===== config.mk =====
export PLATFORM = sky130hd
export DESIGN_NAME = eiv_top
export DESIGN_NICKNAME = d
export VERILOG_FILES = /design/src/logic/eiv_pin_sync.v /design/src/logic/eiv_top.v
export VERILOG_INCLUDE_DIRS = /design/src /design/src/pkg
export SDC_FILE = /design/constraint.sdc
export NUM_CORES = 1
export LEC_CHECK = 0
export BUFFER_PORTS_ARGS = -buffer_cell sky130_fd_sc_hd__buf_4
export CORE_MARGIN = 3
export CORE_UTILIZATION = 58
export CTS_CLUSTER_SIZE = 16
export DETAILED_ROUTE_END_ITERATION = 16
export PLACE_DENSITY = 0.87
export SETUP_SLACK_MARGIN = 0.05
export SLEW_MARGIN = 20
export SYNTH_ARGS = -nofsm -noshare
export SYNTH_HDL_FRONTEND = slang
export SYNTH_SLANG_ARGS = --single-unit

===== constraint.sdc =====
create_clock -name SYS_CLK -period 12.3 [get_ports SYS_CLK]
set_input_delay 0.615 -clock SYS_CLK [delete_from_list [all_inputs] [get_ports SYS_CLK]]
set_output_delay 0.615 -clock SYS_CLK [all_outputs]
set_load 0.01 [all_outputs]

===== src/pkg/eiv_consts.vh =====
// Constants for the external request enable, sense and vectoring block.
`ifndef EIV_CONSTS_VH
`define EIV_CONSTS_VH
// ****************************************************************
// Register byte offsets on the APB.
// ****************************************************************
`define EIV_OFS_ENABLE 6'h00
`define EIV_OFS_SENSE 6'h04
`define EIV_OFS_STATUS 6'h08
`define EIV_OFS_SYSCTL 6'h0C
`define EIV_OFS_PRIA 6'h10
`define EIV_OFS_PRIB 6'h14
// ****************************************************************
// Reset values and field positions.
// ****************************************************************
`define EIV_RST_BYTE 8'h00
`define EIV_PIN_MSB 5
`define EIV_PIN_COUNT 6
`define EIV_INT_COUNT 27
`define EIV_SRC_COUNT 33
`define EIV_SYSCTL_NMI_EDGE 0
`define EIV_SYSCTL_MASK 8'h01
`define EIV_STATUS_MASK 8'h3F
// ****************************************************************
// Vector numbers of the sources.
// ****************************************************************
`define EIV_VEC_NMI 6'h07
`define EIV_VEC_PIN0 6'h0C
`define EIV_VEC_WDT 6'h14
`define EIV_VEC_ADC 6'h17
`define EIV_VEC_TMR0 6'h18
`define EIV_VEC_TMR1 6'h1C
`define EIV_VEC_TMR2 6'h20
`define EIV_VEC_TMR8A 6'h24
`define EIV_VEC_SER0 6'h34
// ****************************************************************
// First source index of each group in the request vector.
// ****************************************************************
`define EIV_IDX_WDT 6'd6
`define EIV_IDX_ADC 6'd7
`define EIV_IDX_TMR0 6'd8
`define EIV_IDX_TMR1 6'd11
`define EIV_IDX_TMR2 6'd14
`define EIV_IDX_TMR8A 6'd17
`define EIV_IDX_TMR8B 6'd21
`define EIV_IDX_SER0 6'd25
`define EIV_IDX_SER1 6'd29
// ****************************************************************
// Priority bit positions in the two priority registers.
// ****************************************************************
`define EIV_PA_PIN0 7
`define EIV_PA_PIN1 6
`define EIV_PA_PIN23 5
`define EIV_PA_PIN45 4
`define EIV_PA_WDT_ADC 3
`define EIV_PA_TMR0 2
`define EIV_PA_TMR1 1
`define EIV_PA_TMR2 0
`define EIV_PB_TMR8A 7
`define EIV_PB_TMR8B 6
`define EIV_PB_SER0 3
`define EIV_PB_SER1 2
`endif


===== src/logic/eiv_pin_sync.v =====
// Three-stage pin synchroniser with filtered level and edge pulses.
`timescale 1ns/100ps
`default_nettype none
module eiv_pin_sync #(
  parameter RST_VAL = 1'b1
) (
  input wire clk,
  input wire rst,
  input wire pin,
  output reg level_q,
  output reg fall_q,
  output reg rise_q
);
  reg s1_q;
  reg s2_q;
  reg s3_q;
  // ****************************************************************
  // Synchroniser chain and agreement filter.
  // ****************************************************************
  // A change counts only once the second and third stages agree.
  // synchronise and edge
  always @(posedge clk) begin
    if (rst) begin
      s1_q <= RST_VAL;
      s2_q <= RST_VAL;
      s3_q <= RST_VAL;
      level_q <= RST_VAL;
      fall_q <= 1'b0;
      rise_q <= 1'b0;
    end else begin
      s1_q <= pin;
      s2_q <= s1_q;
      s3_q <= s2_q;
      fall_q <= 1'b0;
      rise_q <= 1'b0;
      if (s2_q == s3_q) begin
        level_q <= s3_q;
        fall_q <= level_q & ~s3_q; // High sample then low sample.
        rise_q <= ~level_q & s3_q;
      end
    end
  end
endmodule // eiv_pin_sync
`default_nettype wire


===== src/logic/eiv_top.v =====
// External request front end with enable, sense, priority and vectoring.
//
// Overview of operation
// - Enable register eight bits, clears to zero
// - Enable bits seven and six are storage
// - Enable bits five to zero gate pins
// - Sense register eight bits, clears to zero
// - Sense bits seven and six are storage
// - Sense bit zero level, one falling edge
// - Seven external sources; four may wake
// - Nonmaskable request ranks above all others
// - Control bit picks nonmaskable edge polarity
// - Nonmaskable request uses vector seven
// - Pins zero to five use vectors 12-17
// - Pin state sensed regardless of direction
// - Twenty-seven internal peripheral request sources accepted
// - Peripheral enables; priority set by two registers
// - Smaller vector wins by default
// - Pin priority bits in priority register A
// - Vector address is number times four/two
// - Pin flag clears by write zero after one
// - Disabled requests are never forwarded
`timescale 1ns/100ps
`default_nettype none
`include "eiv_consts.vh"
module eiv_top (
  input wire SYS_CLK,
  input wire RST,
  input wire HW_STANDBY,
  input wire MODE_ADVANCED,
  input wire [5:0] IRQ_PIN_N,
  input wire NMI_PIN,
  input wire [26:0] INT_REQ,
  input wire [26:0] INT_EN,
  input wire CPU_ACK,
  input wire [5:0] CPU_ACK_VECTOR,
  input wire PSEL,
  input wire PENABLE,
  input wire PWRITE,
  input wire [7:0] PADDR,
  input wire [31:0] PWDATA,
  output reg [31:0] PRDATA,
  output reg PREADY,
  output reg PSLVERR,
  output reg REQ_VALID,
  output reg [5:0] REQ_VECTOR,
  output reg REQ_LEVEL,
  output reg [15:0] REQ_ADDR,
  output reg NMI_PENDING,
  output reg STANDBY_WAKE
);
  // ****************************************************************
  // Functions: source vector numbers and priority levels.
  // ****************************************************************
  // Source index order: pins 0-5, then internal sources in vector order.
  // source vector map
  function [5:0] src_vec;
    input [5:0] idx;
    begin
      if (idx < `EIV_IDX_WDT)
        src_vec = `EIV_VEC_PIN0 + idx;
      else if (idx == `EIV_IDX_WDT)
        src_vec = `EIV_VEC_WDT;
      else if (idx == `EIV_IDX_ADC)
        src_vec = `EIV_VEC_ADC;
      else if (idx < `EIV_IDX_TMR1)
        src_vec = `EIV_VEC_TMR0 + (idx - `EIV_IDX_TMR0);
      else if (idx < `EIV_IDX_TMR2)
        src_vec = `EIV_VEC_TMR1 + (idx - `EIV_IDX_TMR1);
      else if (idx < `EIV_IDX_TMR8A)
        src_vec = `EIV_VEC_TMR2 + (idx - `EIV_IDX_TMR2);
      else if (idx < `EIV_IDX_SER0)
        src_vec = `EIV_VEC_TMR8A + (idx - `EIV_IDX_TMR8A);
      else
        src_vec = `EIV_VEC_SER0 + (idx - `EIV_IDX_SER0);
    end
  endfunction

  // Pins 2/3 and 4/5 share a bit; grouped peripherals share one too.
  // source priority bits
  function src_lvl;
    input [5:0] idx;
    input [7:0] pa;
    input [7:0] pb;
    begin
      case (idx)
        6'd0: src_lvl = pa[`EIV_PA_PIN0];
        6'd1: src_lvl = pa[`EIV_PA_PIN1];
        6'd2, 6'd3: src_lvl = pa[`EIV_PA_PIN23];
        6'd4, 6'd5: src_lvl = pa[`EIV_PA_PIN45];
        default: begin
          if (idx < `EIV_IDX_TMR0)
            src_lvl = pa[`EIV_PA_WDT_ADC];
          else if (idx < `EIV_IDX_TMR1)
            src_lvl = pa[`EIV_PA_TMR0];
          else if (idx < `EIV_IDX_TMR2)
            src_lvl = pa[`EIV_PA_TMR1];
          else if (idx < `EIV_IDX_TMR8A)
            src_lvl = pa[`EIV_PA_TMR2];
          else if (idx < `EIV_IDX_TMR8B)
            src_lvl = pb[`EIV_PB_TMR8A];
          else if (idx < `EIV_IDX_SER0)
            src_lvl = pb[`EIV_PB_TMR8B];
          else if (idx < `EIV_IDX_SER1)
            src_lvl = pb[`EIV_PB_SER0];
          else
            src_lvl = pb[`EIV_PB_SER1];
        end
      endcase
    end
  endfunction

  // ****************************************************************
  // Declarations.
  // ****************************************************************
  reg [7:0] enable_q;
  reg [7:0] sense_q;
  reg [5:0] status_q;
  reg [5:0] status_d;
  reg [5:0] armed_q;
  reg [7:0] sysctl_q;
  reg [7:0] pria_q;
  reg [7:0] prib_q;
  reg nmi_flag_q;
  reg [31:0] rdata_d;
  reg rd_err_d;
  reg [32:0] req_all;
  reg win_found;
  reg win_lvl;
  reg [5:0] win_idx;
  reg [5:0] win_vec;
  integer i;
  integer j;
  wire [5:0] pin_level;
  wire [5:0] pin_fall;
  wire nmi_fall;
  wire nmi_rise;
  wire clr_all;
  wire acc_cyc;
  wire done_cyc;
  wire wr_done;
  wire rd_done;
  wire nmi_edge;
  wire ack_nmi;
  wire [5:0] ack_pin;
  wire [5:0] pin_vec_base;

  // Hardware standby clears the software registers, flags and outputs as reset does; synchronisers and bus answer clear on reset only.
  assign clr_all = RST | HW_STANDBY;

  // ****************************************************************
  // Pin input synchronisers.
  // ****************************************************************
  // Pins are sampled directly, so the port direction does not matter.
  // direction independent
  genvar g;
  generate
    for (g = 0; g < `EIV_PIN_COUNT; g = g + 1) begin : g_pin
      eiv_pin_sync #(.RST_VAL(1'b1)) u_sync (
        .clk(SYS_CLK),
        .rst(RST),
        .pin(IRQ_PIN_N[g]),
        .level_q(pin_level[g]),
        .fall_q(pin_fall[g]),
        .rise_q()
      );
    end
  endgenerate

  // Nonmaskable input uses the same filter.
  eiv_pin_sync #(.RST_VAL(1'b1)) u_nmi_sync (
    .clk(SYS_CLK),
    .rst(RST),
    .pin(NMI_PIN),
    .level_q(),
    .fall_q(nmi_fall),
    .rise_q(nmi_rise)
  );

  // ****************************************************************
  // APB handshake: one wait state, answer registered.
  // ****************************************************************
  assign acc_cyc = PSEL & PENABLE & ~PREADY;
  assign done_cyc = PSEL & PENABLE & PREADY;
  assign wr_done = done_cyc & PWRITE & ~PSLVERR;
  assign rd_done = done_cyc & ~PWRITE & ~PSLVERR;

  // Read mux; unmapped addresses answer with an error and zero data.
  always @* begin
    rdata_d = 32'h00000000;
    rd_err_d = 1'b0;
    case (PADDR[5:0])
      `EIV_OFS_ENABLE: rdata_d[7:0] = enable_q;
      `EIV_OFS_SENSE: rdata_d[7:0] = sense_q;
      `EIV_OFS_STATUS: rdata_d[5:0] = status_q;
      `EIV_OFS_SYSCTL: rdata_d[7:0] = sysctl_q;
      `EIV_OFS_PRIA: rdata_d[7:0] = pria_q;
      `EIV_OFS_PRIB: rdata_d[7:0] = prib_q;
      default: rd_err_d = 1'b1;
    endcase
    if (PADDR[7:6] != 2'b00)
      rd_err_d = 1'b1;
  end

  // Ready and read data are captured in the first access cycle.
  always @(posedge SYS_CLK) begin
    if (RST) begin
      PREADY <= 1'b0;
      PSLVERR <= 1'b0;
      PRDATA <= 32'h00000000;
    end else begin
      PREADY <= acc_cyc;
      PSLVERR <= acc_cyc & rd_err_d;
      if (acc_cyc && !PWRITE && !rd_err_d)
        PRDATA <= rdata_d;
      else if (acc_cyc)
        PRDATA <= 32'h00000000;
    end
  end

  // ****************************************************************
  // Software registers.
  // ****************************************************************
  // Full bytes are stored except control, which keeps bit zero only; upper enable and sense bits steer nothing.
  // clear on reset
  always @(posedge SYS_CLK) begin
    if (clr_all) begin
      enable_q <= `EIV_RST_BYTE;
      sense_q <= `EIV_RST_BYTE;
      sysctl_q <= `EIV_RST_BYTE;
      pria_q <= `EIV_RST_BYTE;
      prib_q <= `EIV_RST_BYTE;
    end else if (wr_done) begin
      case (PADDR[5:0])
        `EIV_OFS_ENABLE: enable_q <= PWDATA[7:0];
        `EIV_OFS_SENSE: sense_q <= PWDATA[7:0];
        `EIV_OFS_SYSCTL: sysctl_q <= PWDATA[7:0] & `EIV_SYSCTL_MASK;
        `EIV_OFS_PRIA: pria_q <= PWDATA[7:0];
        `EIV_OFS_PRIB: prib_q <= PWDATA[7:0];
        default: sysctl_q <= sysctl_q;
      endcase
    end
  end

  // ****************************************************************
  // Pin pending flags.
  // ****************************************************************
  assign pin_vec_base = `EIV_VEC_PIN0;
  assign ack_nmi = CPU_ACK & (CPU_ACK_VECTOR == `EIV_VEC_NMI);
  generate
    for (g = 0; g < `EIV_PIN_COUNT; g = g + 1) begin : g_ack
      assign ack_pin[g] = CPU_ACK & (CPU_ACK_VECTOR == pin_vec_base + g);
    end
  endgenerate

  // Clear by software write of zero after a read of one, or by servicing.
  // A set in the same cycle as a clear wins.
  // level or falling edge
  always @* begin
    status_d = status_q;
    for (i = 0; i < `EIV_PIN_COUNT; i = i + 1) begin
      if (wr_done && PADDR[5:0] == `EIV_OFS_STATUS && armed_q[i] && !PWDATA[i])
        status_d[i] = 1'b0;
      if (ack_pin[i] && (sense_q[i] || pin_level[i]))
        status_d[i] = 1'b0;
      if (sense_q[i] ? pin_fall[i] : !pin_level[i])
        status_d[i] = 1'b1;
    end
  end

  // Arming records which flags were read as one since the last write.
  always @(posedge SYS_CLK) begin
    if (clr_all) begin
      status_q <= 6'h00;
      armed_q <= 6'h00;
    end else begin
      status_q <= status_d;
      if (wr_done && PADDR[5:0] == `EIV_OFS_STATUS)
        armed_q <= 6'h00;
      else if (rd_done && PADDR[5:0] == `EIV_OFS_STATUS)
        armed_q <= armed_q | status_q;
      else
        armed_q <= armed_q & status_q;
    end
  end

  // ****************************************************************
  // Nonmaskable request.
  // ****************************************************************
  // edge polarity select
  assign nmi_edge = sysctl_q[`EIV_SYSCTL_NMI_EDGE] ? nmi_rise : nmi_fall;

  // Pending until serviced; a new edge in the ack cycle keeps it set.
  always @(posedge SYS_CLK) begin
    if (clr_all)
      nmi_flag_q <= 1'b0;
    else if (nmi_edge)
      nmi_flag_q <= 1'b1;
    else if (ack_nmi)
      nmi_flag_q <= 1'b0;
  end

  // ****************************************************************
  // Arbitration.
  // ****************************************************************
  // Pins pass only when enabled; internal requests only with own enable.
  // gate by enable
  always @* begin
    req_all = {INT_REQ & INT_EN, status_q & enable_q[`EIV_PIN_MSB:0]};
  end

  // Level one first, then level zero; in each, the lowest index wins.
  // smaller vector wins
  always @* begin
    win_found = 1'b0;
    win_lvl = 1'b0;
    win_idx = 6'd0;
    for (j = `EIV_SRC_COUNT - 1; j >= 0; j = j - 1) begin
      if (req_all[j] && !src_lvl(j[5:0], pria_q, prib_q) && !win_lvl) begin
        win_found = 1'b1;
        win_idx = j[5:0];
      end
    end
    for (j = `EIV_SRC_COUNT - 1; j >= 0; j = j - 1) begin
      if (req_all[j] && src_lvl(j[5:0], pria_q, prib_q)) begin
        win_found = 1'b1;
        win_lvl = 1'b1;
        win_idx = j[5:0];
      end
    end
    win_vec = src_vec(win_idx);
  end

  // ****************************************************************
  // Request outputs to the CPU core.
  // ****************************************************************
  // Nonmaskable always overrides, whatever the CPU masks are.
  // nonmaskable first
  always @(posedge SYS_CLK) begin
    if (clr_all) begin
      REQ_VALID <= 1'b0;
      REQ_VECTOR <= 6'h00;
      REQ_LEVEL <= 1'b0;
      REQ_ADDR <= 16'h0000;
      NMI_PENDING <= 1'b0;
    end else begin
      NMI_PENDING <= nmi_flag_q;
      if (nmi_flag_q) begin
        REQ_VALID <= 1'b1;
        REQ_VECTOR <= `EIV_VEC_NMI;
        REQ_LEVEL <= 1'b1;
        REQ_ADDR <= MODE_ADVANCED ? {8'h00, `EIV_VEC_NMI, 2'b00} :
                                    {9'h000, `EIV_VEC_NMI, 1'b0};
      end else begin
        REQ_VALID <= win_found;
        REQ_VECTOR <= win_found ? win_vec : 6'h00;
        REQ_LEVEL <= win_found & win_lvl;
        REQ_ADDR <= !win_found ? 16'h0000 :
                    MODE_ADVANCED ? {8'h00, win_vec, 2'b00} : {9'h000, win_vec, 1'b0};
      end
    end
  end

  // ****************************************************************
  // Standby wake.
  // ****************************************************************
  // Only the nonmaskable input and enabled pins 2, 1 and 0 wake the part.
  // wake sources
  always @(posedge SYS_CLK) begin
    if (clr_all)
      STANDBY_WAKE <= 1'b0;
    else
      STANDBY_WAKE <= nmi_flag_q | (|(status_q[2:0] & enable_q[2:0]));
  end
endmodule // eiv_top
`default_nettype wire


==> results.toml <==
[outcome]
outcome = "completed"

[global_routing]
grt.met2_usage = 0.485
grt_overflow_total = 0
grt_antenna_before_repair = 0
gr-max-usage-layer = "met2"
grt_pass1_vias = 6226
groute.layer.met3.usage = 0.0476
grt_start_max_net_pins = 42
global_route.usage.total = 0.282
grt_pass1_wl_um = 30100
grtUsageMet1 = 0.360

[job]
max_cap_viol_count = 0

[pwr]
vdd_ir_drop_max_mv = 0.0852
power_per_cell_area_nw_per_um2 = 104
static-leakage-power_nw = 3.40
finalPower_mw = 0.804

[clock_tree]
worst_skew_pair.late_latency_ns = 0.35
number_of_buffers_inserted_during_clock_tree_synthesis = 9
postCtsSetupRepairBufs = 0
clk_path_buf_depth = 2
cts_hold_buf = 0
ctsResizeCount = 0
clkSinkCount = 109
ctsRootBufferMaster = "sky130_fd_sc_hd__clkbuf_16"
h_tree_level_count = 3
tritoncts_clock_tree = "done"
clock_pin_slew_reported_for_the_worst_setup_and_hold_paths_after_clock_tree_synthesis_ns = 0.08

[logic_synthesis]
postSynthRegisterBits = 109
yosys_warnings = 0
synth.yosys.seq_area_share = 0.328
synth.cells.most_frequent = "sky130_fd_sc_hd__dfxtp_1 (109), sky130_fd_sc_hd__nor2_1 (88), sky130_fd_sc_hd__nand2_1 (83)"
yosysMostFrequentCell = "sky130_fd_sc_hd__dfxtp_1"
synthesis.instances = 811
synthDominantAreaCellType = "sky130_fd_sc_hd__dfxtp_1"
synth_edf_count = 0
synth_cell_type_count = 85
synth_top_area_frac = 0.328
asyncSetResetFlopFracSynth = 0
ys_dominant_reg_cell = "sky130_fd_sc_hd__dfxtp_1"
mean_instance_size_in_the_synthesized_netlist_um2 = 8.21
synth.area.top_cells = "sky130_fd_sc_hd__dfxtp_1 (33%), sky130_fd_sc_hd__mux2i_1 (6.3%), sky130_fd_sc_hd__nor2_1 (5.0%)"
syn_area_um2 = 6660

[hold_path]
min_path_type = "reg -> reg"

[worst_setup_path]
critical_path.max_stage_delay_ns = 0.69
worstPathCellList = "and3b_1, a211oi_1, o2111ai_1, a211oi_1, or2_1, ha_1, nand4_1, a21oi_1, nand2_1, o221a_2, o31a_1, or4_1, a41oi_1, a31oi_1, a41oi_2, o31ai_1"
timing.critical_path.from_type = "flip-flop"
worstPathArrival_ns = 4.97
category_of_the_worst_setup_path_capture_point = "flip-flop"
timing.critical_path.mode_cell = "sky130_fd_sc_hd__a211oi_1"
critical_setup_path_kind = "reg -> reg"
slowest_stage = "sky130_fd_sc_hd__dfxtp_1"
required_ns = 12.53
worstPathMaxFanout = 14

[sta]
timing.final.crit_period_ns = 4.74
fin_crit_sh = 0.386
setup-tns-final_ns = 0
timing.final.setup_violations = 0
grt_setup_unrepaired = "no"
drv_slew = 0
hold_viol = 0
finalClockSkew_ns = 0.00866
worst_hold_slack_across_all_endpoints_ns = 0.405
worst_pin_slew_ns = 0.808
achievable-frequency_ghz = 0.211
max-slew-margin-rel = 0.454

[routing]
finalWirelength_um = 18900
route.detailed.drc = 0
vias = 6697
routed_wire_length_per_instance_um = 18.0
initialDrtViolationCount = 746
drt_pass1_iterations = 7
antenna_violating_nets_post_route = 0
post_drt_via_cell_ratio = 6.36

[layout]
seq_area_um2 = 2180
drive_above_1_share = 0.203
multi_input_area_um2 = 4110
finalNetCount = 1035
area.growth.synth_to_final_pct = 16.8
fillerInstances = 888
number_of_diodes_added_for_antenna_fixing = 0

[floorplanning]
dieArea_um2 = 12800
floorplan_core_area_um2 = 11000
ioPinCount = 175
die_height_um = 113
initial_utilization = 0.603
floorplan.die.width_um = 113
placement_rows = 38

[placement]
gp_congestion = 0.980
hpwl_um = 13900
port_buffers = 117
[layer usage]
metal	up-vias	share of wire
met2	338	0.49
met4	0	0.023
met5	-	0
li1	3129	-
met1	3180	0.40
met3	50	0.083
[layout by cell type, fill, tap and decap left out, types with 8 or more instances in the layout]
master | synthesis | routed
sky130_fd_sc_hd__a21oi_1 | 59 | 59
sky130_fd_sc_hd__nor3b_1 | 9 | 9
sky130_fd_sc_hd__conb_1 | 1 | 33
sky130_fd_sc_hd__a22oi_1 | 18 | 18
sky130_fd_sc_hd__mux2i_1 | 42 | 42
sky130_fd_sc_hd__o211ai_1 | 8 | 8
sky130_fd_sc_hd__buf_4 | 35 | 119
sky130_fd_sc_hd__o21ai_0 | 31 | 31
sky130_fd_sc_hd__or2_2 | 23 | 23
sky130_fd_sc_hd__and2_1 | 9 | 9
sky130_fd_sc_hd__clkbuf_16 | 0 | 9
sky130_fd_sc_hd__and3b_1 | 8 | 8
sky130_fd_sc_hd__inv_1 | 21 | 21
sky130_fd_sc_hd__nand3_1 | 28 | 28
sky130_fd_sc_hd__ha_1 | 12 | 12
sky130_fd_sc_hd__nand2_1 | 83 | 83
sky130_fd_sc_hd__dfxtp_1 | 109 | 109
sky130_fd_sc_hd__nand4_1 | 8 | 8
sky130_fd_sc_hd__o21bai_1 | 9 | 9
sky130_fd_sc_hd__nor2_1 | 88 | 88
sky130_fd_sc_hd__and3_1 | 13 | 13
sky130_fd_sc_hd__a22o_1 | 13 | 13
[final timing paths]
kind	from	endpoint	slack [ns]	depth (start not counted)
worst min register to register	g_pin[2].u_sync.s1_q	g_pin[2].u_sync.s2_q	0.41	1
worst max-delay path	prib_q[7]	REQ_ADDR[4]	7.56	16
worst max register to register	prib_q[7]	REQ_ADDR[4]	7.56	16
worst min-delay path	g_pin[2].u_sync.s1_q	g_pin[2].u_sync.s2_q	0.41	1
[worst max-delay path: cells and delay by family, from the launching register on]
kind	cells	cell delay [ns]
DFF	1	0.69
and+or+nand+nor	5	1.47
AOI/OAI and AO/OA	10	2.13
adders and majority gates	1	0.34
[stage by stage]
| step | util | cells | setup slack [ns] | cell area [um2] |
|---|---|---|---|---|
| after global placement | 0.676 | 1037 | 7.40 | 7460 |
| after CTS | 0.705 | 1053 | 7.63 | 7770 |
| final | 0.705 | 1053 | 7.56 | 7770 |
| after detailed placement | 0.676 | 1037 | 7.42 | 7460 |
| after global routing | 0.705 | 1053 | 7.23 | 7770 |
| after floorplan | - | 843 | 8.22 | 6780 |
[sequential cells by signal, summed over array words and instances (netlist names), 7 cells and up]
name and count:
pria_q 8, REQ_ADDR 7, prib_q 8, sense_q 8, enable_q 8, PRDATA 8
[cell families (layout without fill, tap and decap cells)]
logic type	count (synthesis)	in the layout	share of synthesized area
AOI/OAI and AO/OA	241	241	0.267
xor gates and xnor gates	1	1	0.00132
adders and majority gates	12	12	0.0226
buffers and inverters	91	161	0.0726
DFF	109	109	0.328
muxes	44	44	0.0699
other	1	33	0.000563
and+or+nand+nor	312	312	0.238
[final cells by class]
cell class / instances / share of cell area
sequential: 109 / 0.281
timing repair buffer: 119 / 0.115
multi-input combinational: 643 / 0.529
clock buffer: 10 / 0.0295
tap: 140 / 0.0225
inverter: 26 / 0.0129
clock inverter: 6 / 0.0105
[power by group]
group	internal (mW)	switching, mW	total [mW]
Combinational	0.0601	0.0821	0.142
Sequential	0.360	0.00279	0.363
Clock	0.162	0.137	0.299
(Power assumes the default switching activity.)
